==> config.mk <==
export PLATFORM = sky130hd
export DESIGN_NAME = acd_top
export DESIGN_NICKNAME = d
export VERILOG_FILES = /design/src/include/acd_pkg.sv /design/src/hdl/acd_top.sv
export SDC_FILE = /design/constraint.sdc
export NUM_CORES = 1
export LEC_CHECK = 0
export BUFFER_PORTS_ARGS = -buffer_cell sky130_fd_sc_hd__buf_2
export CORE_MARGIN = 2
export CORE_UTILIZATION = 45
export CTS_CLUSTER_SIZE = 24
export DETAILED_ROUTE_END_ITERATION = 8
export PLACE_DENSITY = 0.64
export RECOVER_POWER = 25
export SYNTH_ARGS = -nofsm -noshare
export SYNTH_HDL_FRONTEND = slang
export SYNTH_SLANG_ARGS = --single-unit
==> constraint.sdc <==
create_clock -name i_clock -period 5.3 [get_ports i_clock]
set_input_delay 0.795 -clock i_clock [delete_from_list [all_inputs] [get_ports i_clock]]
set_output_delay 0.795 -clock i_clock [all_outputs]
set_load 0.02 [all_outputs]
==> src/include/acd_pkg.sv <==
/*
  Shared constants and types for the converter's digital control block:
  register offsets, field positions, reset values and the sample carrier.
  Assumes it is compiled before any design file that names it.
*/
package acd_pkg;

  // Register offsets on the serial port
  localparam logic [6:0] ADDR_FORMAT   = 7'h01;
  localparam logic [6:0] ADDR_TIMING   = 7'h03;
  localparam logic [6:0] ADDR_CHB_TERM = 7'h05;
  localparam logic [6:0] ADDR_CLK_FMT  = 7'h06;
  localparam logic [6:0] ADDR_RSVD     = 7'h07;
  localparam logic [6:0] ADDR_CM       = 7'h08;
  localparam logic [6:0] ADDR_SOFT_RST = 7'h0a;

  // Reset values
  localparam logic [7:0] RST_FORMAT    = 8'h00;
  localparam logic [7:0] RST_TIMING    = 8'hb6;
  localparam logic [7:0] RST_CHB_TERM  = 8'h00;
  localparam logic [7:0] RST_CLK_FMT   = 8'h00;
  localparam logic [7:0] RST_CM        = 8'h00;
  localparam logic [7:0] SOFT_RESET_CODE = 8'h5a;

  // Field positions
  localparam int FMT_SINGLE_BUS   = 1;
  localparam int TM_ALIGNER_SKIP  = 7;
  localparam int TM_HALF_SHIFT    = 6;
  localparam int TM_STROBE_LSB    = 3;
  localparam int TM_DATA_LSB      = 0;
  localparam int TERM_STROBE_LSB  = 3;
  localparam int TERM_BUS_LSB     = 0;
  localparam int CF_PATTERN_SEL   = 7;
  localparam int CF_PATTERN_EN    = 6;
  localparam int CF_NUM_CODE_LSB  = 4;
  localparam int CF_CLOCK_TERM    = 3;
  localparam int CF_ALIGN_EDGE    = 2;
  localparam int CF_RATIO_LSB     = 0;
  localparam int CM_B_CONNECT     = 7;
  localparam int CM_B_LEVEL_LSB   = 4;
  localparam int CM_A_CONNECT     = 3;
  localparam int CM_A_LEVEL_LSB   = 0;

  // Timing counts
  localparam int          CONV_LATENCY = 9;
  localparam int          FIFO_DEPTH   = 8;
  localparam logic [4:0]  FRAME_LAST   = 5'd15;
  localparam logic [4:0]  CMD_LAST     = 5'd7;
  localparam logic [4:0]  DATA_FIRST   = 5'd8;

  // Test patterns
  localparam logic [7:0]  ALT_PATTERN_HI = 8'h55;
  localparam logic [7:0]  ALT_PATTERN_LO = 8'haa;

  typedef enum logic [1:0] {RATIO_BYPASS, RATIO_DIV2, RATIO_DIV4} acd_ratio_e;

  typedef enum logic {PH_FIRST, PH_SECOND} acd_phase_e;

  // One sample pair from both channels
  typedef struct packed {
    logic [7:0] a_data;
    logic       a_overrange_flag;
    logic [7:0] b_data;
    logic       b_overrange_flag;
  } acd_sample_s;

endpackage

==> src/hdl/acd_top.sv <==
/*
  Digital control of a dual 8-bit converter: serial register file, input
  clock divider with sync realignment, test patterns, number formats,
  9-sample latency pipe, 8-word output FIFO and output strobe.
  Assumes the converter core hands over offset-binary results on i_clock,
  and that the sync, mode, ratio, power-toggle and serial-port pins are asynchronous to i_clock.
*/
// Operation
// - Channel B strobe termination bits 5:3 pick 50/75/100/150, any 1xx picks 300.
// - Channel B bus termination bits 2:0 use same code, default 000; bits 7:6 ignored.
// - Pattern-choice clear gives offset-binary ramp 0..255 wrapping, then formatted.
// - Pattern-choice set alternates 01010101 with flag 1 and 10101010 with flag 0.
// - Pattern-enable bit 6 swaps conversion data for the test pattern.
// - Number code 00/11 two's complement, 01 offset binary, 10 Gray.
// - Ratio 00/11 bypass, 01 divide by 2, 10 divide by 4.
// - Align-method bit 2 picks slip at 0, edge at 1.
// - Slip mode skips one divider transition on third edge after sync rises.
// - Edge mode forces state 0 on third edge; divided clock rises edge 4 or 5.
// - Sample on sample-clock edge; result presented after nine sample clocks.
// - With division on, sampling and output follow the divided clock; output here is strobed on i_clock as the FIFO drains.
// - Serial-port-enable pin high takes the ratio from the ratio pins.
// - Each common-mode field holds connect bit and level code 0.9V up/down.
// - Writing 5Ah to address 0Ah resets all registers to defaults.
// - Data delay trim shifts data timing in sixteenth-period steps.
// - Strobe delay trim steps by sixteenths; equal trims put strobe T/8 early.
// - Half-period shift delays data T/2 except in single-bus mode.
// - Aligner-skip high bypasses the data aligner delay line.
// - Single-bus-select merges both channels onto one multiplexed bus.
// - Power-toggle falling edge while serial-port-enable high resets registers.

module acd_fifo #(
  parameter int WIDTH = 18,
  parameter int DEPTH = 8
) (
  input  wire logic             i_clock,
  input  wire logic             i_rst_n,
  input  wire logic             i_in_valid,
  output logic                  o_in_ready,
  input  wire logic [WIDTH-1:0] i_in_data,
  output logic                  o_out_valid,
  input  wire logic             i_out_ready,
  output logic [WIDTH-1:0]      o_out_data
);
  localparam int AW = $clog2(DEPTH);
  localparam logic [AW:0]   FULL_COUNT = (AW+1)'(DEPTH);
  localparam logic [AW-1:0] LAST_SLOT  = AW'(DEPTH - 1);

  logic [WIDTH-1:0] mem [DEPTH];
  logic [AW:0]      count;
  logic [AW-1:0]    wr_ptr;
  logic [AW-1:0]    rd_ptr;
  wire              push = i_in_valid & o_in_ready;
  wire              pop  = o_out_valid & i_out_ready;

  function automatic logic [AW-1:0] step(input logic [AW-1:0] p);
    step = (p == LAST_SLOT) ? '0 : p + AW'(1);
  endfunction

  // Honest flags from the occupancy count
  assign o_in_ready  = (count != FULL_COUNT);
  assign o_out_valid = (count != '0);
  assign o_out_data  = mem[rd_ptr];

  // Storage, no reset needed
  always_ff @(posedge i_clock) begin
    if (push) begin
      mem[wr_ptr] <= i_in_data;
    end
  end

  // Pointers and count
  always_ff @(posedge i_clock or negedge i_rst_n) begin
    if (!i_rst_n) begin
      wr_ptr <= '0;
      rd_ptr <= '0;
      count  <= '0;
    end else begin
      if (push) wr_ptr <= step(wr_ptr);
      if (pop) rd_ptr <= step(rd_ptr);
      count <= count + (AW+1)'(push) - (AW+1)'(pop);
    end
  end
endmodule

module acd_top (
  input  wire logic                 i_clock,
  input  wire logic                 i_rst_n,
  input  wire logic                 i_sync,
  input  wire logic                 i_serial_port_enable,
  input  wire logic                 i_power_toggle_pin,
  input  wire logic [1:0]           i_ratio_pin,
  input  wire logic                 i_spi_cs_n,
  input  wire logic                 i_spi_sclk,
  input  wire logic                 i_spi_sdio,
  output logic                      o_spi_sdio,
  output logic                      o_spi_sdio_oe,
  input  wire acd_pkg::acd_sample_s i_conv,
  input  wire logic                 i_capture_ready,
  output acd_pkg::acd_sample_s      o_bus,
  output logic                      o_data_out_strobe,
  output logic                      o_fifo_ready,
  output logic                      o_sample_tick,
  output logic [4:0]                o_chb_strobe_term_sel,
  output logic [4:0]                o_chb_bus_term_sel,
  output logic                      o_clock_term,
  output logic                      o_cha_cm_connect,
  output logic [10:0]               o_cha_cm_level_mv,
  output logic                      o_chb_cm_connect,
  output logic [10:0]               o_chb_cm_level_mv,
  output logic [2:0]                o_data_delay_trim,
  output logic [2:0]                o_strobe_delay_trim,
  output logic                      o_half_period_shift,
  output logic                      o_aligner_skip
);
  // Termination one-hot: 50,75,100,150,300 ohm from bit 0 up
  function automatic logic [4:0] term_of(input logic [2:0] code);
    term_of = code[2] ? 5'h10 : (5'h01 << code[1:0]);
  endfunction

  // Common-mode level in millivolts
  function automatic logic [10:0] cm_mv(input logic [2:0] code);
    case (code)
      3'h1:    cm_mv = 11'd1050;
      3'h2:    cm_mv = 11'd1200;
      3'h3:    cm_mv = 11'd1350;
      3'h5:    cm_mv = 11'd750;
      3'h6:    cm_mv = 11'd600;
      3'h7:    cm_mv = 11'd450;
      default: cm_mv = 11'd900;
    endcase
  endfunction

  function automatic acd_pkg::acd_ratio_e ratio_of(input logic [1:0] code);
    case (code)
      2'h1:    ratio_of = acd_pkg::RATIO_DIV2;
      2'h2:    ratio_of = acd_pkg::RATIO_DIV4;
      default: ratio_of = acd_pkg::RATIO_BYPASS;
    endcase
  endfunction

  // Offset binary in, selected number code out
  function automatic logic [7:0] encode(input logic [7:0] ob, input logic [1:0] code);
    case (code)
      2'h1:    encode = ob;
      2'h2:    encode = ob ^ (ob >> 1);
      default: encode = {~ob[7], ob[6:0]};
    endcase
  endfunction

  // Pin synchronisers: first stage read only by second
  logic [1:0] sync_ff, serial_port_enable_ff, pwr_ff, cs_ff, sclk_ff, sdi_ff, rp0_ff, rp1_ff;
  logic       sync_q, pwr_q, sclk_q;
  always_ff @(posedge i_clock or negedge i_rst_n) begin
    if (!i_rst_n) begin
      sync_ff <= '0; serial_port_enable_ff <= '0; pwr_ff <= '0; cs_ff <= 2'h3; sclk_ff <= '0;
      sdi_ff <= '0; rp0_ff <= '0; rp1_ff <= '0; sync_q <= 1'b0; pwr_q <= 1'b0; sclk_q <= 1'b0;
    end else begin
      sync_ff <= {sync_ff[0], i_sync};
      serial_port_enable_ff <= {serial_port_enable_ff[0], i_serial_port_enable};
      pwr_ff  <= {pwr_ff[0], i_power_toggle_pin};
      cs_ff   <= {cs_ff[0], i_spi_cs_n};
      sclk_ff <= {sclk_ff[0], i_spi_sclk};
      sdi_ff  <= {sdi_ff[0], i_spi_sdio};
      rp0_ff  <= {rp0_ff[0], i_ratio_pin[0]};
      rp1_ff  <= {rp1_ff[0], i_ratio_pin[1]};
      sync_q  <= sync_ff[1];
      pwr_q   <= pwr_ff[1];
      sclk_q  <= sclk_ff[1];
    end
  end

  wire serial_port_enable_s   = serial_port_enable_ff[1];
  wire sync_go  = sync_ff[1] & ~sync_q;          // acted on at third edge after sync rises
  wire pwr_fall = ~pwr_ff[1] & pwr_q;
  wire sclk_up  = sclk_ff[1] & ~sclk_q & ~cs_ff[1] & ~serial_port_enable_s;
  wire sclk_dn  = ~sclk_ff[1] & sclk_q & ~cs_ff[1] & ~serial_port_enable_s;

  // Serial port frame: rw bit, 7-bit address, 8 data bits, MSB first
  logic [14:0] shreg;
  logic [4:0]  bit_cnt;
  logic        rd_mode;
  logic [7:0]  rd_word;
  logic [7:0]  rd_value;
  wire [15:0]  frame    = {shreg, sdi_ff[1]};
  wire         wr_en    = sclk_up & (bit_cnt == acd_pkg::FRAME_LAST) & ~frame[15];
  wire [6:0]   wr_addr  = frame[14:8];
  wire [7:0]   wr_data  = frame[7:0];
  wire [6:0]   cmd_addr = frame[6:0];

  // Register file
  logic [7:0] fmt01, tm03, term05, clk06, cm08;
  wire soft_rst = wr_en & (wr_addr == acd_pkg::ADDR_SOFT_RST)
                  & (wr_data == acd_pkg::SOFT_RESET_CODE);
  wire pin_rst  = serial_port_enable_s & pwr_fall;
  wire reg_rst  = soft_rst | pin_rst;

  always_ff @(posedge i_clock or negedge i_rst_n) begin
    if (!i_rst_n) begin
      fmt01 <= acd_pkg::RST_FORMAT; tm03 <= acd_pkg::RST_TIMING; term05 <= acd_pkg::RST_CHB_TERM;
      clk06 <= acd_pkg::RST_CLK_FMT; cm08 <= acd_pkg::RST_CM;
    end else if (reg_rst) begin
      fmt01 <= acd_pkg::RST_FORMAT; tm03 <= acd_pkg::RST_TIMING; term05 <= acd_pkg::RST_CHB_TERM;
      clk06 <= acd_pkg::RST_CLK_FMT; cm08 <= acd_pkg::RST_CM;
    end else if (wr_en) begin
      // Reserved slot 07h has no storage, writes there fall through
      if (wr_addr == acd_pkg::ADDR_FORMAT) fmt01 <= wr_data;
      else if (wr_addr == acd_pkg::ADDR_TIMING) tm03 <= wr_data;
      else if (wr_addr == acd_pkg::ADDR_CHB_TERM) term05 <= {2'h0, wr_data[5:0]};
      else if (wr_addr == acd_pkg::ADDR_CLK_FMT) clk06 <= wr_data;
      else if (wr_addr == acd_pkg::ADDR_CM) cm08 <= wr_data;
    end
  end

  // Divider state and ratio selection
  logic [1:0]          div_cnt;
  logic                div_clk;
  acd_pkg::acd_ratio_e ratio;
  assign ratio = serial_port_enable_s ? ratio_of({rp1_ff[1], rp0_ff[1]})
                        : ratio_of(clk06[acd_pkg::CF_RATIO_LSB +: 2]);

  // Read decode; reserved slot shows divider state and FIFO ready
  always_comb begin
    if (cmd_addr == acd_pkg::ADDR_FORMAT) rd_value = fmt01;
    else if (cmd_addr == acd_pkg::ADDR_TIMING) rd_value = tm03;
    else if (cmd_addr == acd_pkg::ADDR_CHB_TERM) rd_value = term05;
    else if (cmd_addr == acd_pkg::ADDR_CLK_FMT) rd_value = clk06;
    else if (cmd_addr == acd_pkg::ADDR_RSVD) rd_value = {4'h0, div_cnt, div_clk, o_fifo_ready};
    else if (cmd_addr == acd_pkg::ADDR_CM) rd_value = cm08;
    else rd_value = 8'h00;
  end

  // Serial shifter and read-back driver
  always_ff @(posedge i_clock or negedge i_rst_n) begin
    if (!i_rst_n) begin
      shreg <= '0; bit_cnt <= '0; rd_mode <= 1'b0; rd_word <= '0;
      o_spi_sdio <= 1'b0; o_spi_sdio_oe <= 1'b0;
    end else if (cs_ff[1] | serial_port_enable_s) begin
      bit_cnt <= '0; rd_mode <= 1'b0; o_spi_sdio_oe <= 1'b0;
    end else begin
      if (sclk_up) begin
        shreg   <= frame[14:0];
        bit_cnt <= bit_cnt + 5'd1;
        if (bit_cnt == acd_pkg::CMD_LAST) begin
          rd_mode <= frame[7];
          rd_word <= rd_value;
        end
      end
      if (sclk_dn & rd_mode & (bit_cnt >= acd_pkg::DATA_FIRST)) begin
        o_spi_sdio    <= rd_word[7];
        rd_word       <= {rd_word[6:0], 1'b0};
        o_spi_sdio_oe <= 1'b1;
      end
    end
  end

  // Divider counter, advanced every input edge except in bypass or on sync
  wire edge_mode = clk06[acd_pkg::CF_ALIGN_EDGE];
  logic [1:0] next_div_cnt;
  always_comb begin
    if (ratio == acd_pkg::RATIO_BYPASS) next_div_cnt = 2'h0;
    else if (sync_go & edge_mode) next_div_cnt = 2'h0;
    else if (sync_go) next_div_cnt = div_cnt;
    else if (ratio == acd_pkg::RATIO_DIV2) next_div_cnt = {1'b0, ~div_cnt[0]};
    else next_div_cnt = div_cnt + 2'h1;
  end
  wire next_div_clk = (ratio == acd_pkg::RATIO_DIV2) ? next_div_cnt[0] : next_div_cnt[1];
  wire sample_en    = (ratio == acd_pkg::RATIO_BYPASS) | (next_div_clk & ~div_clk);

  always_ff @(posedge i_clock or negedge i_rst_n) begin
    if (!i_rst_n) begin
      div_cnt <= '0; div_clk <= 1'b0; o_sample_tick <= 1'b0;
    end else begin
      div_cnt       <= next_div_cnt;
      div_clk       <= (ratio == acd_pkg::RATIO_BYPASS) ? 1'b0 : next_div_clk;
      o_sample_tick <= sample_en;
    end
  end

  // Nine-sample latency pipe, advanced only by sample-clock edges
  acd_pkg::acd_sample_s pipe [acd_pkg::CONV_LATENCY];
  logic [7:0] ramp;
  logic       alt_phase;
  always_ff @(posedge i_clock or negedge i_rst_n) begin
    if (!i_rst_n) begin
      for (int i = 0; i < acd_pkg::CONV_LATENCY; i++) pipe[i] <= '0;
      ramp <= '0; alt_phase <= 1'b0;
    end else if (sample_en) begin
      pipe[0] <= i_conv;
      for (int i = 1; i < acd_pkg::CONV_LATENCY; i++) pipe[i] <= pipe[i-1];
      ramp      <= ramp + 8'h01;
      alt_phase <= ~alt_phase;
    end
  end

  // Pattern substitution and number format
  wire        pat_en   = clk06[acd_pkg::CF_PATTERN_EN];
  wire        pat_alt  = clk06[acd_pkg::CF_PATTERN_SEL];
  wire [1:0]  num_code = clk06[acd_pkg::CF_NUM_CODE_LSB +: 2];
  wire [7:0]  alt_data = alt_phase ? acd_pkg::ALT_PATTERN_LO : acd_pkg::ALT_PATTERN_HI;
  wire [7:0]  src_a    = pat_en ? ramp : pipe[acd_pkg::CONV_LATENCY-1].a_data;
  wire [7:0]  src_b    = pat_en ? ramp : pipe[acd_pkg::CONV_LATENCY-1].b_data;
  acd_pkg::acd_sample_s push_word;
  assign push_word.a_data = (pat_en & pat_alt) ? alt_data : encode(src_a, num_code);
  assign push_word.b_data = (pat_en & pat_alt) ? alt_data : encode(src_b, num_code);
  assign push_word.a_overrange_flag = pat_en ? (pat_alt & ~alt_phase)
                                             : pipe[acd_pkg::CONV_LATENCY-1].a_overrange_flag;
  assign push_word.b_overrange_flag = pat_en ? (pat_alt & ~alt_phase)
                                             : pipe[acd_pkg::CONV_LATENCY-1].b_overrange_flag;

  // Output FIFO; the capturing side may stall it
  logic                 fifo_in_ready, fifo_out_valid;
  acd_pkg::acd_sample_s fifo_out;
  acd_pkg::acd_phase_e  phase;
  wire single_bus = fmt01[acd_pkg::FMT_SINGLE_BUS];
  wire drain      = i_capture_ready & ((phase == acd_pkg::PH_SECOND) | ~single_bus);

  acd_fifo #(
    .WIDTH ($bits(acd_pkg::acd_sample_s)),
    .DEPTH (acd_pkg::FIFO_DEPTH)
  ) u_fifo (
    .i_clock     (i_clock),
    .i_rst_n     (i_rst_n),
    .i_in_valid  (sample_en),
    .o_in_ready  (fifo_in_ready),
    .i_in_data   (push_word),
    .o_out_valid (fifo_out_valid),
    .i_out_ready (drain),
    .o_out_data  (fifo_out)
  );

  // Output presentation: dual bus, or A then B on bus A
  always_ff @(posedge i_clock or negedge i_rst_n) begin
    if (!i_rst_n) begin
      o_bus <= '0; o_data_out_strobe <= 1'b0; phase <= acd_pkg::PH_FIRST;
    end else begin
      o_data_out_strobe <= 1'b0;
      if (fifo_out_valid & i_capture_ready) begin
        o_data_out_strobe <= 1'b1;
        case (phase)
          acd_pkg::PH_FIRST: begin
            if (single_bus) begin
              o_bus <= '{fifo_out.a_data, fifo_out.a_overrange_flag, 8'h00, 1'b0};
              phase <= acd_pkg::PH_SECOND;
            end else begin
              o_bus <= fifo_out;
            end
          end
          default: begin
            o_bus <= '{fifo_out.b_data, fifo_out.b_overrange_flag, 8'h00, 1'b0};
            phase <= acd_pkg::PH_FIRST;
          end
        endcase
      end
    end
  end

  // Static configuration toward the analog and pad cells
  always_ff @(posedge i_clock or negedge i_rst_n) begin
    if (!i_rst_n) begin
      o_fifo_ready <= 1'b0; o_chb_strobe_term_sel <= '0; o_chb_bus_term_sel <= '0;
      o_clock_term <= 1'b0; o_cha_cm_connect <= 1'b0; o_cha_cm_level_mv <= '0;
      o_chb_cm_connect <= 1'b0; o_chb_cm_level_mv <= '0; o_data_delay_trim <= '0;
      o_strobe_delay_trim <= '0; o_half_period_shift <= 1'b0; o_aligner_skip <= 1'b0;
    end else begin
      o_fifo_ready          <= fifo_in_ready;
      o_chb_strobe_term_sel <= term_of(term05[acd_pkg::TERM_STROBE_LSB +: 3]);
      o_chb_bus_term_sel    <= term_of(term05[acd_pkg::TERM_BUS_LSB +: 3]);
      o_clock_term          <= clk06[acd_pkg::CF_CLOCK_TERM];
      o_cha_cm_connect      <= cm08[acd_pkg::CM_A_CONNECT];
      o_cha_cm_level_mv     <= cm_mv(cm08[acd_pkg::CM_A_LEVEL_LSB +: 3]);
      o_chb_cm_connect      <= cm08[acd_pkg::CM_B_CONNECT];
      o_chb_cm_level_mv     <= cm_mv(cm08[acd_pkg::CM_B_LEVEL_LSB +: 3]);
      o_data_delay_trim     <= tm03[acd_pkg::TM_DATA_LSB +: 3];
      o_strobe_delay_trim   <= tm03[acd_pkg::TM_STROBE_LSB +: 3];
      o_half_period_shift   <= tm03[acd_pkg::TM_HALF_SHIFT] & ~single_bus;
      o_aligner_skip        <= tm03[acd_pkg::TM_ALIGNER_SKIP];
    end
  end
endmodule

# Word level (Yosys, flattened, before mapping)
# Memories as Yosys holds them, arrays and structs flattened.
# Index checks and enable logic that the tools add are counted.
# word_totals
reg_bits	339
input_bits	29
out_inout_bits	66
memories	1
ram_bits	144
word_cells	274
# classes
muxes	72
n_reduce_logical	22
n_lt_le_gt_ge	1
bitwise_logic	44
shift	2
n_addsub	7
eq_ne	41
# mem_list
name	words	word_bits	rd	rd_ports_with_merged_regs	write_ports	line_no	text
u_fifo.mem	8	18	1	0	1	acd_top.sv:48	logic [WIDTH-1:0] mem [DEPTH];
# op_table
cell	n
two-way mux 8 bit	39
case mux 11 bit (6 select lines)	2
== test 7 x 3 -> 1 bit, second input constant	5
case mux 8 bit (2 select lines)	2
bitwise AND 1 bit	24
== test 3 bit, second input constant	8
nonzero test 2 bit	11
== test 7 x 4 -> 1 bit, second input constant	3
two-way mux 5 bit	4
two-way mux 18 bit	1
XOR 8 x 7 -> 8 bit	2
== test 7 x 1 -> 1 bit, second input constant	2
== test 7 x 2 -> 1 bit, second input constant	2
two-way mux 1 bit	14
inverter 1 bit	14
== test 3 x 2 -> 1 bit, second input constant	4
two-way mux 2 bit	5
<< shifter 1 x 2 -> 5 bit, first input constant	2
two-way mux 9 bit	1
adder 8 x 1 -> 8 bit, second input constant	1
== test 2 x 1 -> 1 bit, second input constant	4
== test 8 x 7 -> 1 bit, second input constant	1
inequality test 2 bit, second input constant	4
case mux 2 bit (2 select lines)	2
other kinds (20)	32

# Depth between registers and ports, before layout
# Gate-level depths: netlist of the first run.
# depth
ltp_word	14
depth_mapped	13
mapped_depth_nobuf	13

# Cells and area by module
# Synthesis of the first run repeated with hierarchy kept, for this count alone.
# unflattened
hier_cells	1310
area_unflattened_um2	20367.0
# by_module_without_submodules
mod	cells_each	area_per_inst_um2	seq_area_each_um2	instances
acd_top	1045	14214.9	8141.6	1
acd_fifo	265	6152.2	4574.4	1

# Least setup slack after synthesis of the first run
# OpenSTA, ideal clock, no wires.
# synth_path
path_type	flip-flop to flip-flop
startpoint	register serial_port_enable_ff[1]
endpoint	memory u_fifo.mem[4][0] (enable)
stages_incl_launch_ff	8
synth_period_minus_slack_ns	4.159
path_buffers	2
setup_ns	0.446
arrival_time_ns	3.713
required_ns	4.854
slack_ns	1.141
path_cell_list	dfrtp_1 -> buf_6 -> and3b_1 -> o31a_1 -> o41ai_4 -> o21ai_1 -> buf_2 -> nor4b_1
# synth_via
elab_chain_len	12
word_cells_on_any_way	13
classes_between	eq/ne: 1; mux: 8; bitwise: 3; reduce/logical: 1
# synth_rtl
element	line_no	text
from (decl)	acd_top.sv:151	logic [1:0] sync_ff, serial_port_enable_ff, pwr_ff, cs_ff, sclk_ff, sdi_ff, rp0_ff, rp1_ff;
from (signal assigned)	acd_top.sv:159	serial_port_enable_ff <= {serial_port_enable_ff[0], i_serial_port_enable};
two-way mux 2 bit (*)	acd_top.sv:218	assign ratio = serial_port_enable_s ? ratio_of({rp1_ff[1], rp0_ff[1]})
== test 2 x 1 -> 1 bit	acd_top.sv:263, acd_top.sv:266	
two-way mux 2 bit	acd_top.sv:263	else if (ratio == acd_pkg::RATIO_DIV2) next_div_cnt = {1'b0, ~div_cnt[0]};
two-way mux 2 bit	acd_top.sv:262	else if (sync_go) next_div_cnt = div_cnt;
two-way mux 2 bit	acd_top.sv:261	else if (sync_go & edge_mode) next_div_cnt = 2'h0;
two-way mux 2 bit	acd_top.sv:260	if (ratio == acd_pkg::RATIO_BYPASS) next_div_cnt = 2'h0;
two-way mux 1 bit	acd_top.sv:266	wire next_div_clk = (ratio == acd_pkg::RATIO_DIV2) ? next_div_cnt[0] : next_div_cnt[1];
bitwise AND 1 bit	acd_top.sv:267	wire sample_en = (ratio == acd_pkg::RATIO_BYPASS) | (next_div_clk & ~div_clk);
OR 1 bit (*)	acd_top.sv:267	
bitwise AND 1 bit (*)	acd_top.sv:52	wire push = i_in_valid & o_in_ready;
two-way mux 1 bit (*)	acd_top.sv:66	if (push) begin
two-way mux 1 bit (not written as such) (*)	acd_top.sv:67	mem[wr_ptr] <= i_in_data;
to (decl)	acd_top.sv:48	
# Mark *: on every way between the ends. The rest lies on a longest branch, timed or not.

# Worst setup path in the final report of the first run
# layout_path
startpoint	register serial_port_enable_ff[1]
endpoint	register clk06[1]
# layout_via
elab_chain_len	9
word_cells_on_any_way	15
classes_between	eq/ne: 3; mux: 1; bitwise: 8; reduce/logical: 3
# layout_rtl
element	line_no	text
inverter 1 bit	acd_top.sv:175	wire sclk_up = sclk_ff[1] & ~sclk_q & ~cs_ff[1] & ~serial_port_enable_s;
bitwise AND 1 bit	acd_top.sv:175	
bitwise AND 1 bit (2 in series)	acd_top.sv:185	wire wr_en = sclk_up & (bit_cnt == acd_pkg::FRAME_LAST) & ~frame[15];
bitwise AND 1 bit	acd_top.sv:192	wire soft_rst = wr_en & (wr_addr == acd_pkg::ADDR_SOFT_RST)
bitwise AND 1 bit	acd_top.sv:193	& (wr_data == acd_pkg::SOFT_RESET_CODE);
OR 1 bit	acd_top.sv:195	wire reg_rst = soft_rst | pin_rst;
inequality test 2 bit (no source line) / nonzero test 2 bit (equally long branches)	-	
AND reduction 5 bit (no source line)	-	
to (signal assigned)	acd_top.sv:200	clk06 <= acd_pkg::RST_CLK_FMT; cm08 <= acd_pkg::RST_CM;
to (signal assigned)	acd_top.sv:203	clk06 <= acd_pkg::RST_CLK_FMT; cm08 <= acd_pkg::RST_CM;
to (signal assigned)	acd_top.sv:209	else if (wr_addr == acd_pkg::ADDR_CLK_FMT) clk06 <= wr_data;
to (decl)	acd_top.sv:191	logic [7:0] fmt01, tm03, term05, clk06, cm08;
# Several ways; a longest one is shown, not always the timed one.
# A chain may end at the register's enable or synchronous reset.

==> flow_metrics.tcl, run 1 <==
set metrics [dict create \
    synth_top_flop_cell "sky130_fd_sc_hd__dfrtp_1" \
    cpLargestDelayFamily "buffers and inverters" \
    drv_slew 120 \
    numClockSinks 479 \
    antenna_found_initial 0 \
    cp_cell_sequence "nor4b_1 > clkbuf_1 > nand4b_1 > o31ai_4 > buf_4 > nor2_1" \
    place_congestion 0.805 \
    cts_tree "yes" \
    synth_edf_count 144 \
    numCtsBuffers 49 \
    drt_drc 0 \
    portBuffers 92 \
    rsz_0062_raised_after_global_routing "no" \
    pin_count_of_the_biggest_net_entering_global_routing 121 \
    worst-endpoint-required_ns 5.75 \
    design.core.area_um2 43300 \
    fin_crit_ns 3.29 \
    setup_violation_total_in_the_final_timing_report 0 \
    worst_setup_path_start_kind "flip-flop" \
    syn-cell-area_um2 19800 \
    worst_path_largest_cell_delay_ns 0.79 \
    routed_via_density 5.29 \
    die-area_um2 45600 \
    synth.lib_cells_used.distinct 69 \
    wl_mm 36.2 \
    detail-route-antenna-nets 0 \
    cellLeakagePower_nw 9.40 \
    vias 10600 \
    root_buffer "sky130_fd_sc_hd__clkbuf_16" \
    status "finished with violations" \
    cp_slowest_cell "sky130_fd_sc_hd__clkbuf_1" \
    first_global_vias 11000 \
    max_cap_viol_count 1 \
    crit_arrival_ns 3.74 \
    cts.reportedPaths.clkPinSlew_ns 0.06 \
    hold_violations 0 \
    timing.critical_path.to_type "flip-flop" \
    rows 76 \
    instance_count_of_the_mapped_netlist 1298 \
    critical_path.max_fanout 20 \
    finalHoldWorstSlack_ns 0.326 \
    signed_area_change_from_the_synthesized_netlist_to_the_final_layout_pct 13.1 \
    clk-insertion-delay-late_ns 0.57 \
    maxSlewHeadroom -0.990 \
    grtUsageTotal 0.167 \
    seq_area_frac_synth 0.643 \
    ys_async_sr_fraction 0.699 \
    post_cts_buffers 0 \
    min_path_type "input port to flip-flop" \
    detailed_place_hpwl_mm 23.4 \
    power.density_nw_per_um2 508 \
    floorplan.die.height_um 214 \
    crit_buf_inv 2 \
    finClkSkew_ns 0.0168 \
    post_cts_resize_count 0 \
    antenna-diode-count 0 \
    violations_in_the_final_reports "capacitance limit, slew limit" \
    worst_slew_pin_slew_ns 2.98 \
    hold_buffers 0 \
    peakVddDrop_uv 380 \
    grt-ovfl-total 0 \
    syn_area_per_cell_um2 15.2 \
    synth.ff_latch_count 479 \
    top_level_pins 95 \
    initial_utilization 0.457 \
    initialDrtViolationCount 791 \
    fin_crit_sh 0.621 \
    totalNegativeSetupSlack_ns 0 \
    drive_gt1_frac 0.268 \
    maxClockFrequency_mhz 304 \
    detail_routed_net_length_per_standard_cell_um 18.0 \
    grt_first_pass_wirelength_mm 59.7 \
    die_width_um 214 \
    yosys_warnings 0 \
    setup.worst_path.class "flip-flop to flip-flop" \
    dr.pass1.iters 5 \
    cts.path.max_buffers 3 \
    nets 1431 \
    ctsHtreeMaxLevel 2 \
]
==> cells in the final DEF (no fill, tap or decap), types with 5 or more instances in the layout <==
cell type,count
sky130_fd_sc_hd__dfrtp_1,326
sky130_fd_sc_hd__edfxtp_1,144
sky130_fd_sc_hd__mux2_4,91
sky130_fd_sc_hd__buf_2,91
sky130_fd_sc_hd__nor2_1,77
sky130_fd_sc_hd__nand2_1,66
sky130_fd_sc_hd__mux2i_1,59
sky130_fd_sc_hd__mux2_1,53
sky130_fd_sc_hd__clkbuf_16,51
sky130_fd_sc_hd__mux2_2,50
sky130_fd_sc_hd__o21ai_0,47
sky130_fd_sc_hd__mux4_2,36
sky130_fd_sc_hd__inv_1,32
sky130_fd_sc_hd__clkbuf_1,17
sky130_fd_sc_hd__a21oi_1,16
sky130_fd_sc_hd__ha_1,16
sky130_fd_sc_hd__buf_4,16
sky130_fd_sc_hd__xnor2_1,15
sky130_fd_sc_hd__nor2b_1,15
sky130_fd_sc_hd__nand2b_1,13
sky130_fd_sc_hd__nor3_1,13
sky130_fd_sc_hd__a31oi_1,10
sky130_fd_sc_hd__nand3_1,9
sky130_fd_sc_hd__o221ai_1,9
sky130_fd_sc_hd__clkinv_2,9
sky130_fd_sc_hd__nor3b_1,7
sky130_fd_sc_hd__a21o_1,7
sky130_fd_sc_hd__a222oi_1,6
sky130_fd_sc_hd__a211o_1,6
sky130_fd_sc_hd__clkinv_1,6
sky130_fd_sc_hd__nand4_1,5
sky130_fd_sc_hd__a22oi_1,5
sky130_fd_sc_hd__a221o_1,5
sky130_fd_sc_hd__clkbuf_8,5
sky130_fd_sc_hd__dfstp_1,5
==> logic make-up (layout without fill, tap and decap cells) <==
| family | Yosys count | count (layout) | share of synthesized area |
|---|---|---|---|
| xor gates and xnor gates | 19 | 19 | 0.00842 |
| DFF | 479 | 479 | 0.643 |
| other | 1 | 2 | 0.000190 |
| muxes | 289 | 289 | 0.199 |
| adders and majority gates | 17 | 17 | 0.0111 |
| and+or+nand+nor | 248 | 248 | 0.0630 |
| AOI/OAI and AO/OA | 135 | 135 | 0.0473 |
| buffers and inverters | 110 | 235 | 0.0282 |
==> metal layers <==
metal	part of all wire	vias up	track usage
met2	0.46	221	0.261
met5	0	-	0
met1	0.47	5422	0.237
met3	0.042	69	0.0289
met4	0.025	0	0.0572
li1	-	4910	-
==> state kept, by name, summed over array words and instances (netlist names), 3 cells and up <==
signal and flops:
clk06 8, cm08 8, o_bus 18, u_fifo.rd_ptr 3
rd_word 8, o_chb_strobe_term_sel 5, o_strobe_delay_trim 3, o_data_delay_trim 3
fmt01 8, shreg 15, o_cha_cm_level_mv 10, term05 6
u_fifo.mem 144, u_fifo.count 4, o_chb_bus_term_sel 5, pipe 162
o_chb_cm_level_mv 10, tm03 8, u_fifo.wr_ptr 3, ramp 8
bit_cnt 5
==> final timing paths <==
kind | endpoint | startpoint | cells past startpoint | slack [ns]
max reg2reg | clk06[1] | serial_port_enable_ff[1] | 6 | 2.01
min | cs_ff[0] | i_spi_cs_n | 1 | 0.33
min in group asynchronous | o_chb_bus_term_sel[0] | i_rst_n | 1 | 1.17
min reg2reg | rp1_ff[1] | rp1_ff[0] | 0 | 0.35
max in group asynchronous | pipe[54] | i_rst_n | 2 | 2.11
max | clk06[1] | serial_port_enable_ff[1] | 6 | 2.01
==> synthesized netlist by cell type, types with 15 or more instances <==
master                       n  area [um^2]
sky130_fd_sc_hd__nand2_1    66          248
sky130_fd_sc_hd__xnor2_1    15          131
sky130_fd_sc_hd__nor2_1     78          293
sky130_fd_sc_hd__buf_6      17          191
sky130_fd_sc_hd__a21oi_1    16         80.1
sky130_fd_sc_hd__mux2i_1    59          591
sky130_fd_sc_hd__nor3_1     15         75.1
sky130_fd_sc_hd__mux4_2     36          811
sky130_fd_sc_hd__nor2b_1    15         93.8
sky130_fd_sc_hd__mux2_2     51          574
sky130_fd_sc_hd__ha_1       16          200
sky130_fd_sc_hd__mux2_1     52          586
sky130_fd_sc_hd__clkbuf_1   41          154
sky130_fd_sc_hd__edfxtp_1  144         4320
sky130_fd_sc_hd__o21ai_0    47          235
sky130_fd_sc_hd__mux2_4     91         1370
sky130_fd_sc_hd__dfrtp_1   328         8210
sky130_fd_sc_hd__inv_1      32          120
==> per-stage QoR <==
stage	utilization	setup slack (ns)	cell area (um^2)	power (mW)	cells
final	0.517	2.01	22400	11.4	2009
after global placement	0.481	2.11	20800	8.04	1919
after detailed placement	0.481	1.99	20800	8.16	1919
after CTS	0.517	1.97	22400	11.5	2009
after floorplan	-	1.14	19800	7.28	1299
after global routing	0.517	1.50	22400	12.0	2009
==> layout make-up <==
type	count	area, um^2
flip-flops and latches	479	12700
clock buffers	71	1400
multi-input cells	710	6580
fillers	3598	20900
clock inverters	19	166
inverters	32	120
well taps	585	732
repair buffers	113	648
==> where the power goes <==
| group | internal (mW) | switching [mW] | leakage (nW) |
|---|---|---|---|
| sequential | 4.88 | 0.604 | 5.39 |
| combinational | 1.28 | 1.28 | 3.24 |
| clock | 1.98 | 1.36 | 0.774 |
Power figures use the tool's default switching activity.
==> run 2, diff against run 1 <==
Clock period 5.3 ns to 3.21 ns, I/O delays scaled along.
==> flow_metrics.tcl, run 2 (same netlist as run 1, synthesis figures left out) <==
set metrics [dict create \
    worst_case_reg_to_reg_path_depth 7 \
    hold_violations 0 \
    rows 76 \
    timing.critical_path.to_type "flip-flop" \
    root_buffer "sky130_fd_sc_hd__clkbuf_16" \
    nets 1468 \
    crit_arrival_ns 2.97 \
    crit-reg2reg-launch "serial_port_enable_ff[1]" \
    cp_cell_sequence "and3b_1 > o31a_1 > o41ai_4 > o21ai_1 > buf_4 > nor4b_2 > buf_4" \
    setup_violation_total_in_the_final_timing_report 0 \
    maxSlewHeadroom -0.416 \
    grtUsageMet3 0.0291 \
    largest_reg_flops 162 \
    regToRegEndpoint "u_fifo.mem[4][16]" \
    worst-endpoint-required_ns 3.48 \
    r2r_setup_slack_ns 0.50 \
    cp_slowest_cell "sky130_fd_sc_hd__o41ai_4" \
    design.core.area_um2 43300 \
    antenna-diode-count 0 \
    portBuffers 92 \
    signed_area_change_from_the_synthesized_netlist_to_the_final_layout_pct 15.5 \
    drive_gt1_frac 0.288 \
    drv_slew 73 \
    die-area_um2 45600 \
    rsz_0062_raised_after_global_routing "no" \
    worst_setup_path_start_kind "flip-flop" \
    first_global_vias 10800 \
    hp-start "i_conv[6]" \
    die_width_um 214 \
    antenna_found_initial 0 \
    setup.worst_path.class "flip-flop to flip-flop" \
    fin_crit_ns 2.71 \
    pin_count_of_the_biggest_net_entering_global_routing 77 \
    globalRouteMet2Util 0.265 \
    detail_routed_net_length_per_standard_cell_um 18.0 \
    initialDrtViolationCount 806 \
    layout.filler_cells 3560 \
    drt_drc 0 \
    post_cts_resize_count 0 \
    grt-ovfl-total 0 \
    max_flop_register "pipe" \
    detailed_place_hpwl_mm 24.5 \
    peakVddDrop_uv 530 \
    detail-route-antenna-nets 0 \
    max_cap_viol_count 1 \
    worst_slew_pin_slew_ns 2.12 \
    cellLeakagePower_nw 9.66 \
    multi_input_comb_area_um2 6580 \
    ctsHtreeMaxLevel 2 \
    cts_tree "yes" \
    grt_first_pass_wirelength_mm 60.1 \
    worst_path_largest_cell_delay_ns 0.45 \
    numCtsBuffers 49 \
    totalNegativeSetupSlack_ns 0 \
    routed_via_density 5.24 \
    fin_crit_sh 0.844 \
    top_level_pins 95 \
    global_route.peak_usage_layer "met2" \
    status "finished with violations" \
    utilization 0.528 \
    grtUsageTotal 0.168 \
    path_common_cell "sky130_fd_sc_hd__buf_4" \
    place_congestion 0.822 \
    initial_utilization 0.457 \
    grt_util_met1 0.239 \
    finClkSkew_ns 0.0406 \
    maxClockFrequency_mhz 369 \
    numClockSinks 479 \
    critical_path.max_fanout 18 \
    post_cts_buffers 0 \
    commonest_cells_after_routing_fill_and_taps_aside "sky130_fd_sc_hd__dfrtp_1 (327), sky130_fd_sc_hd__edfxtp_1 (144), sky130_fd_sc_hd__mux2_4 (91), sky130_fd_sc_hd__buf_2 (91), sky130_fd_sc_hd__nor2_1 (78)" \
    wl_mm 36.9 \
    seq_area_um2 12700 \
    whs_endpoint "pipe[150]" \
    most_common_cell_after_layout_fill_and_taps_aside "sky130_fd_sc_hd__dfrtp_1" \
    min_path_type "input port to flip-flop" \
    power.density_nw_per_um2 847 \
    violations_in_the_final_reports "capacitance limit, slew limit" \
    vias 10700 \
    dr.pass1.iters 8 \
    cts.reportedPaths.clkPinSlew_ns 0.06 \
    cts.path.max_buffers 3 \
    clk-insertion-delay-late_ns 0.60 \
    holdPathStages 2 \
    floorplan.die.height_um 214 \
    top_regs "pipe: 162 flops, u_fifo.mem: 144 flops, o_bus: 18 flops" \
]
-- run 2: cell count changes in the layout (fill, tap and decap cells not counted), sizes merged --
| cell | change |
|---|---|
| buf | +29 |
| dlygate4sd3 | +9 |
| clkbuf | -7 |
| bufinv | +2 |
| clkinv | +1 |
| clkinvlp | +2 |
-- run 2: worst max-delay path, delay by kind of cell, from the launching register on --
family          cells  cell delay (ns)
compound gates      3             0.89
flops               1             0.44
simple gates        2             0.52
buf+inv             2             0.54
-- run 2: layout make-up --
cell class | count | area share
flip-flops and latches | 479 | 0.557
clock buffers | 65 | 0.0621
repair buffers | 150 | 0.0439
inverters | 32 | 0.00526
multi-input cells | 710 | 0.288
well taps | 585 | 0.0320
clock inverters | 24 | 0.0119
-- run 2: metal layers --
metal | part of all wire | vias up | routed length [um]
li1 | - | 4957 | -
met2 | 0.47 | 256 | 17400
met1 | 0.46 | 5448 | 16900
met3 | 0.050 | 55 | 1830
met4 | 0.020 | 0 | 746
met5 | 0 | - | 0
-- run 2: per-stage QoR --
| step | instance area [um^2] | instances | hold slack, ns | power, mW | setup WS, ns |
|---|---|---|---|---|---|
| finish | 22800 | 2045 | 0.121 | 19.3 | 0.502 |
| global route | 22800 | 2045 | 0.0951 | 20.4 | 0.252 |
| CTS | 22900 | 2045 | 0.0823 | 19.6 | 0.465 |
| detailed placement | 21100 | 1947 | 0.339 | 13.7 | 0.468 |
| global placement | 21100 | 1947 | 0.335 | 13.5 | 0.537 |
| floorplan | 19800 | 1299 | 0.186 | 12.0 | -0.262 |
-- run 2: repair_timing --
item,CTS,global route
hold buffers,9,0
hold endpoints to repair,77,0
setup endpoints to repair,0,0
-- run 2: how the worst max path moves through the flow --
stage	start	endpoint	cells past startpoint
after floorplan	serial_port_enable_ff[1]	u_fifo.mem[5][0]	7
after global placement	serial_port_enable_ff[1]	u_fifo.count[1]	10
after detailed placement	serial_port_enable_ff[1]	u_fifo.mem[4][7]	7
after CTS	serial_port_enable_ff[1]	u_fifo.mem[4][6]	7
after global routing	clk06[6]	u_fifo.mem[6][4]	4
final	serial_port_enable_ff[1]	u_fifo.mem[4][16]	7
-- run 2: where the power goes --
group | internal, mW | switching [mW]
registers | 8.05 | 0.861
clock network | 3.51 | 2.32
logic | 2.27 | 2.34
total | 13.8 | 5.51
==> run 3, diff against run 2 <==
Settings changed: PLACE_DENSITY 0.64 to 0.66.
Clock period 3.21 ns to 2.37 ns, I/O delays scaled along.
==> flow_metrics.tcl, run 3 (same netlist as run 1, synthesis figures left out) <==
set metrics [dict create \
    worst_setup_path_start_kind "flip-flop" \
    violations_in_the_final_reports "capacitance limit, slew limit, setup timing" \
    power.density_nw_per_um2 1110 \
    cts.reportedPaths.clkPinSlew_ns 0.06 \
    seqPwrFrac 0.447 \
    drt_drc 0 \
    dpl_cell_area_um2 21800 \
    cellLeakagePower_nw 10.2 \
    cts_tree "yes" \
    stdcell_area_um2 24100 \
    grtUsageTotal 0.170 \
    grt-ovfl-total 0 \
    dr.pass1.iters 5 \
    initial_utilization 0.457 \
    setup.worst_path.class "flip-flop to flip-flop" \
    fin_crit_ns 2.47 \
    rsz_0062_raised_after_global_routing "yes" \
    max_flop_register "pipe" \
    worst_slew_pin_slew_ns 1.53 \
    status "finished with violations" \
    grt_first_pass_wirelength_mm 60.8 \
    netSwitchingFraction 0.283 \
    largest_reg_flops 162 \
    top_level_pins 95 \
    place_congestion 0.832 \
    floorplan.die.height_um 214 \
    top_regs "pipe: 162 flops, u_fifo.mem: 144 flops, o_bus: 18 flops" \
    portBuffers 92 \
    maxClockFrequency_mhz 405 \
    detail_routed_net_length_per_standard_cell_um 18.0 \
    detailed_place_hpwl_mm 24.5 \
    timing.critical_path.to_type "flip-flop" \
    timing.final.ws_setup_ns -0.0979 \
    commonest_cells_after_routing_fill_and_taps_aside "sky130_fd_sc_hd__dfrtp_1 (326), sky130_fd_sc_hd__edfxtp_1 (144), sky130_fd_sc_hd__mux2_4 (91)" \
    crit_buf_inv 3 \
    dp_worst_setup_slack_ns -0.0580 \
    cpLargestDelayFamily "compound AO/OA/AOI/OAI gates" \
    cts.path.max_buffers 3 \
    min_path_type "input port to flip-flop" \
    die-area_um2 45600 \
    root_buffer "sky130_fd_sc_hd__clkbuf_16" \
    fin_crit_sh 1.04 \
    design_power_total_mw 26.8 \
    maxSlewHeadroom -0.0169 \
    drive_gt1_frac 0.323 \
    signed_area_change_from_the_synthesized_netlist_to_the_final_layout_pct 21.9 \
    design.core.area_um2 43300 \
    power_frac_clock 0.283 \
    worst-endpoint-required_ns 2.66 \
    rows 76 \
    first_global_vias 11200 \
    numCtsBuffers 50 \
    internal-power_mw 19.2 \
    comb_power_share 0.270 \
    pin_count_of_the_biggest_net_entering_global_routing 75 \
    cp_cell_sequence "and3b_2 > o31a_1 > o41ai_4 > o21ai_2 > buf_12 > nor4b_4 > buf_6 > clkbuf_16" \
    finClkSkew_ns 0.0213 \
    initialDrtViolationCount 775 \
    netSwitchingPower_mw 7.61 \
    die_width_um 214 \
    hold_violations 0 \
    max_cap_viol_count 1 \
    clk-insertion-delay-late_ns 0.58 \
    routed_via_density 5.21 \
    utilization 0.557 \
    cp_slowest_cell "sky130_fd_sc_hd__dfrtp_2" \
    detail-route-antenna-nets 0 \
    worst_path_largest_cell_delay_ns 0.45 \
    wl_mm 38.7 \
    setup_violation_total_in_the_final_timing_report 86 \
    nets 1566 \
    numClockSinks 479 \
    peakVddDrop_uv 640 \
    crit_arrival_ns 2.76 \
    drv_slew 54 \
    critical_path.max_fanout 8 \
    vias 11200 \
    ctsHtreeMaxLevel 2 \
    most_common_cell_after_layout_fill_and_taps_aside "sky130_fd_sc_hd__dfrtp_1" \
    antenna-diode-count 0 \
    antenna_found_initial 0 \
]
## run 3: final timing paths
path                                   endpoint  depth (start not counted)                      from  slack [ns]
max in group asynchronous                sync_q                          3                   i_rst_n        0.39
hold reg to reg                      sync_ff[1]                          0                sync_ff[0]        0.35
setup reg to reg               u_fifo.mem[2][1]                          8  serial_port_enable_ff[1]        -0.1
min in group asynchronous  o_cha_cm_level_mv[8]                          2                   i_rst_n        0.67
hold / removal                o_data_out_strobe                          3           i_capture_ready        0.09
setup / recovery               u_fifo.mem[2][1]                          8  serial_port_enable_ff[1]        -0.1
## run 3: per-layer routing
| metal | GRT usage | part of all wire |
|---|---|---|
| met1 | 0.239 | 0.46 |
| met2 | 0.271 | 0.48 |
| met3 | 0.0309 | 0.043 |
| met4 | 0.0491 | 0.022 |
| met5 | 0 | 0 |
## run 3: cell type report
cell class                      count  area, um^2
Clock buffer                       70        1400
Multi-Input combinational cell    710        6700
Fill cell                        3452       19200
Sequential cell                   479       12700
Tap cell                          585         732
Clock inverter                     22         205
Timing Repair Buffer              247        2220
Inverter                           32         123
## run 3: worst min-delay path: cells and delay by family
family | cells | cell delay [ns]
and+or+nand+nor | 1 | 0.06
buffers and inverters | 2 | 0.18
## run 3: repair_timing
item	in CTS	in global routing
setup buffers	4	9
cloned	1	12
pin swaps	1	4
gates resized for setup	2	23
setup endpoints to repair	128	346
hold buffers	27	0
hold endpoints to repair	74	0
## run 3: power by group through the flow
stage                     registers [mW]  clock network (mW)  logic, mW
after floorplan                     11.9                   0       4.56
after global placement              12.0                   0       6.50
after detailed placement            12.1                   0       6.67
after CTS                           12.0                7.83       6.83
after global routing                12.2                8.19       7.88
final                               12.0                7.59       7.26
## run 3: through the flow
stage	hold slack (ns)	setup TNS, ns	cells
finish	0.0864	-5.44	2145
global route	0.0961	-16.71	2145
CTS	0.0516	-2.38	2125
detailed placement	0.305	-2.20	2001
global placement	0.299	-0.142	2001
floorplan	0.0599	-50.78	1299
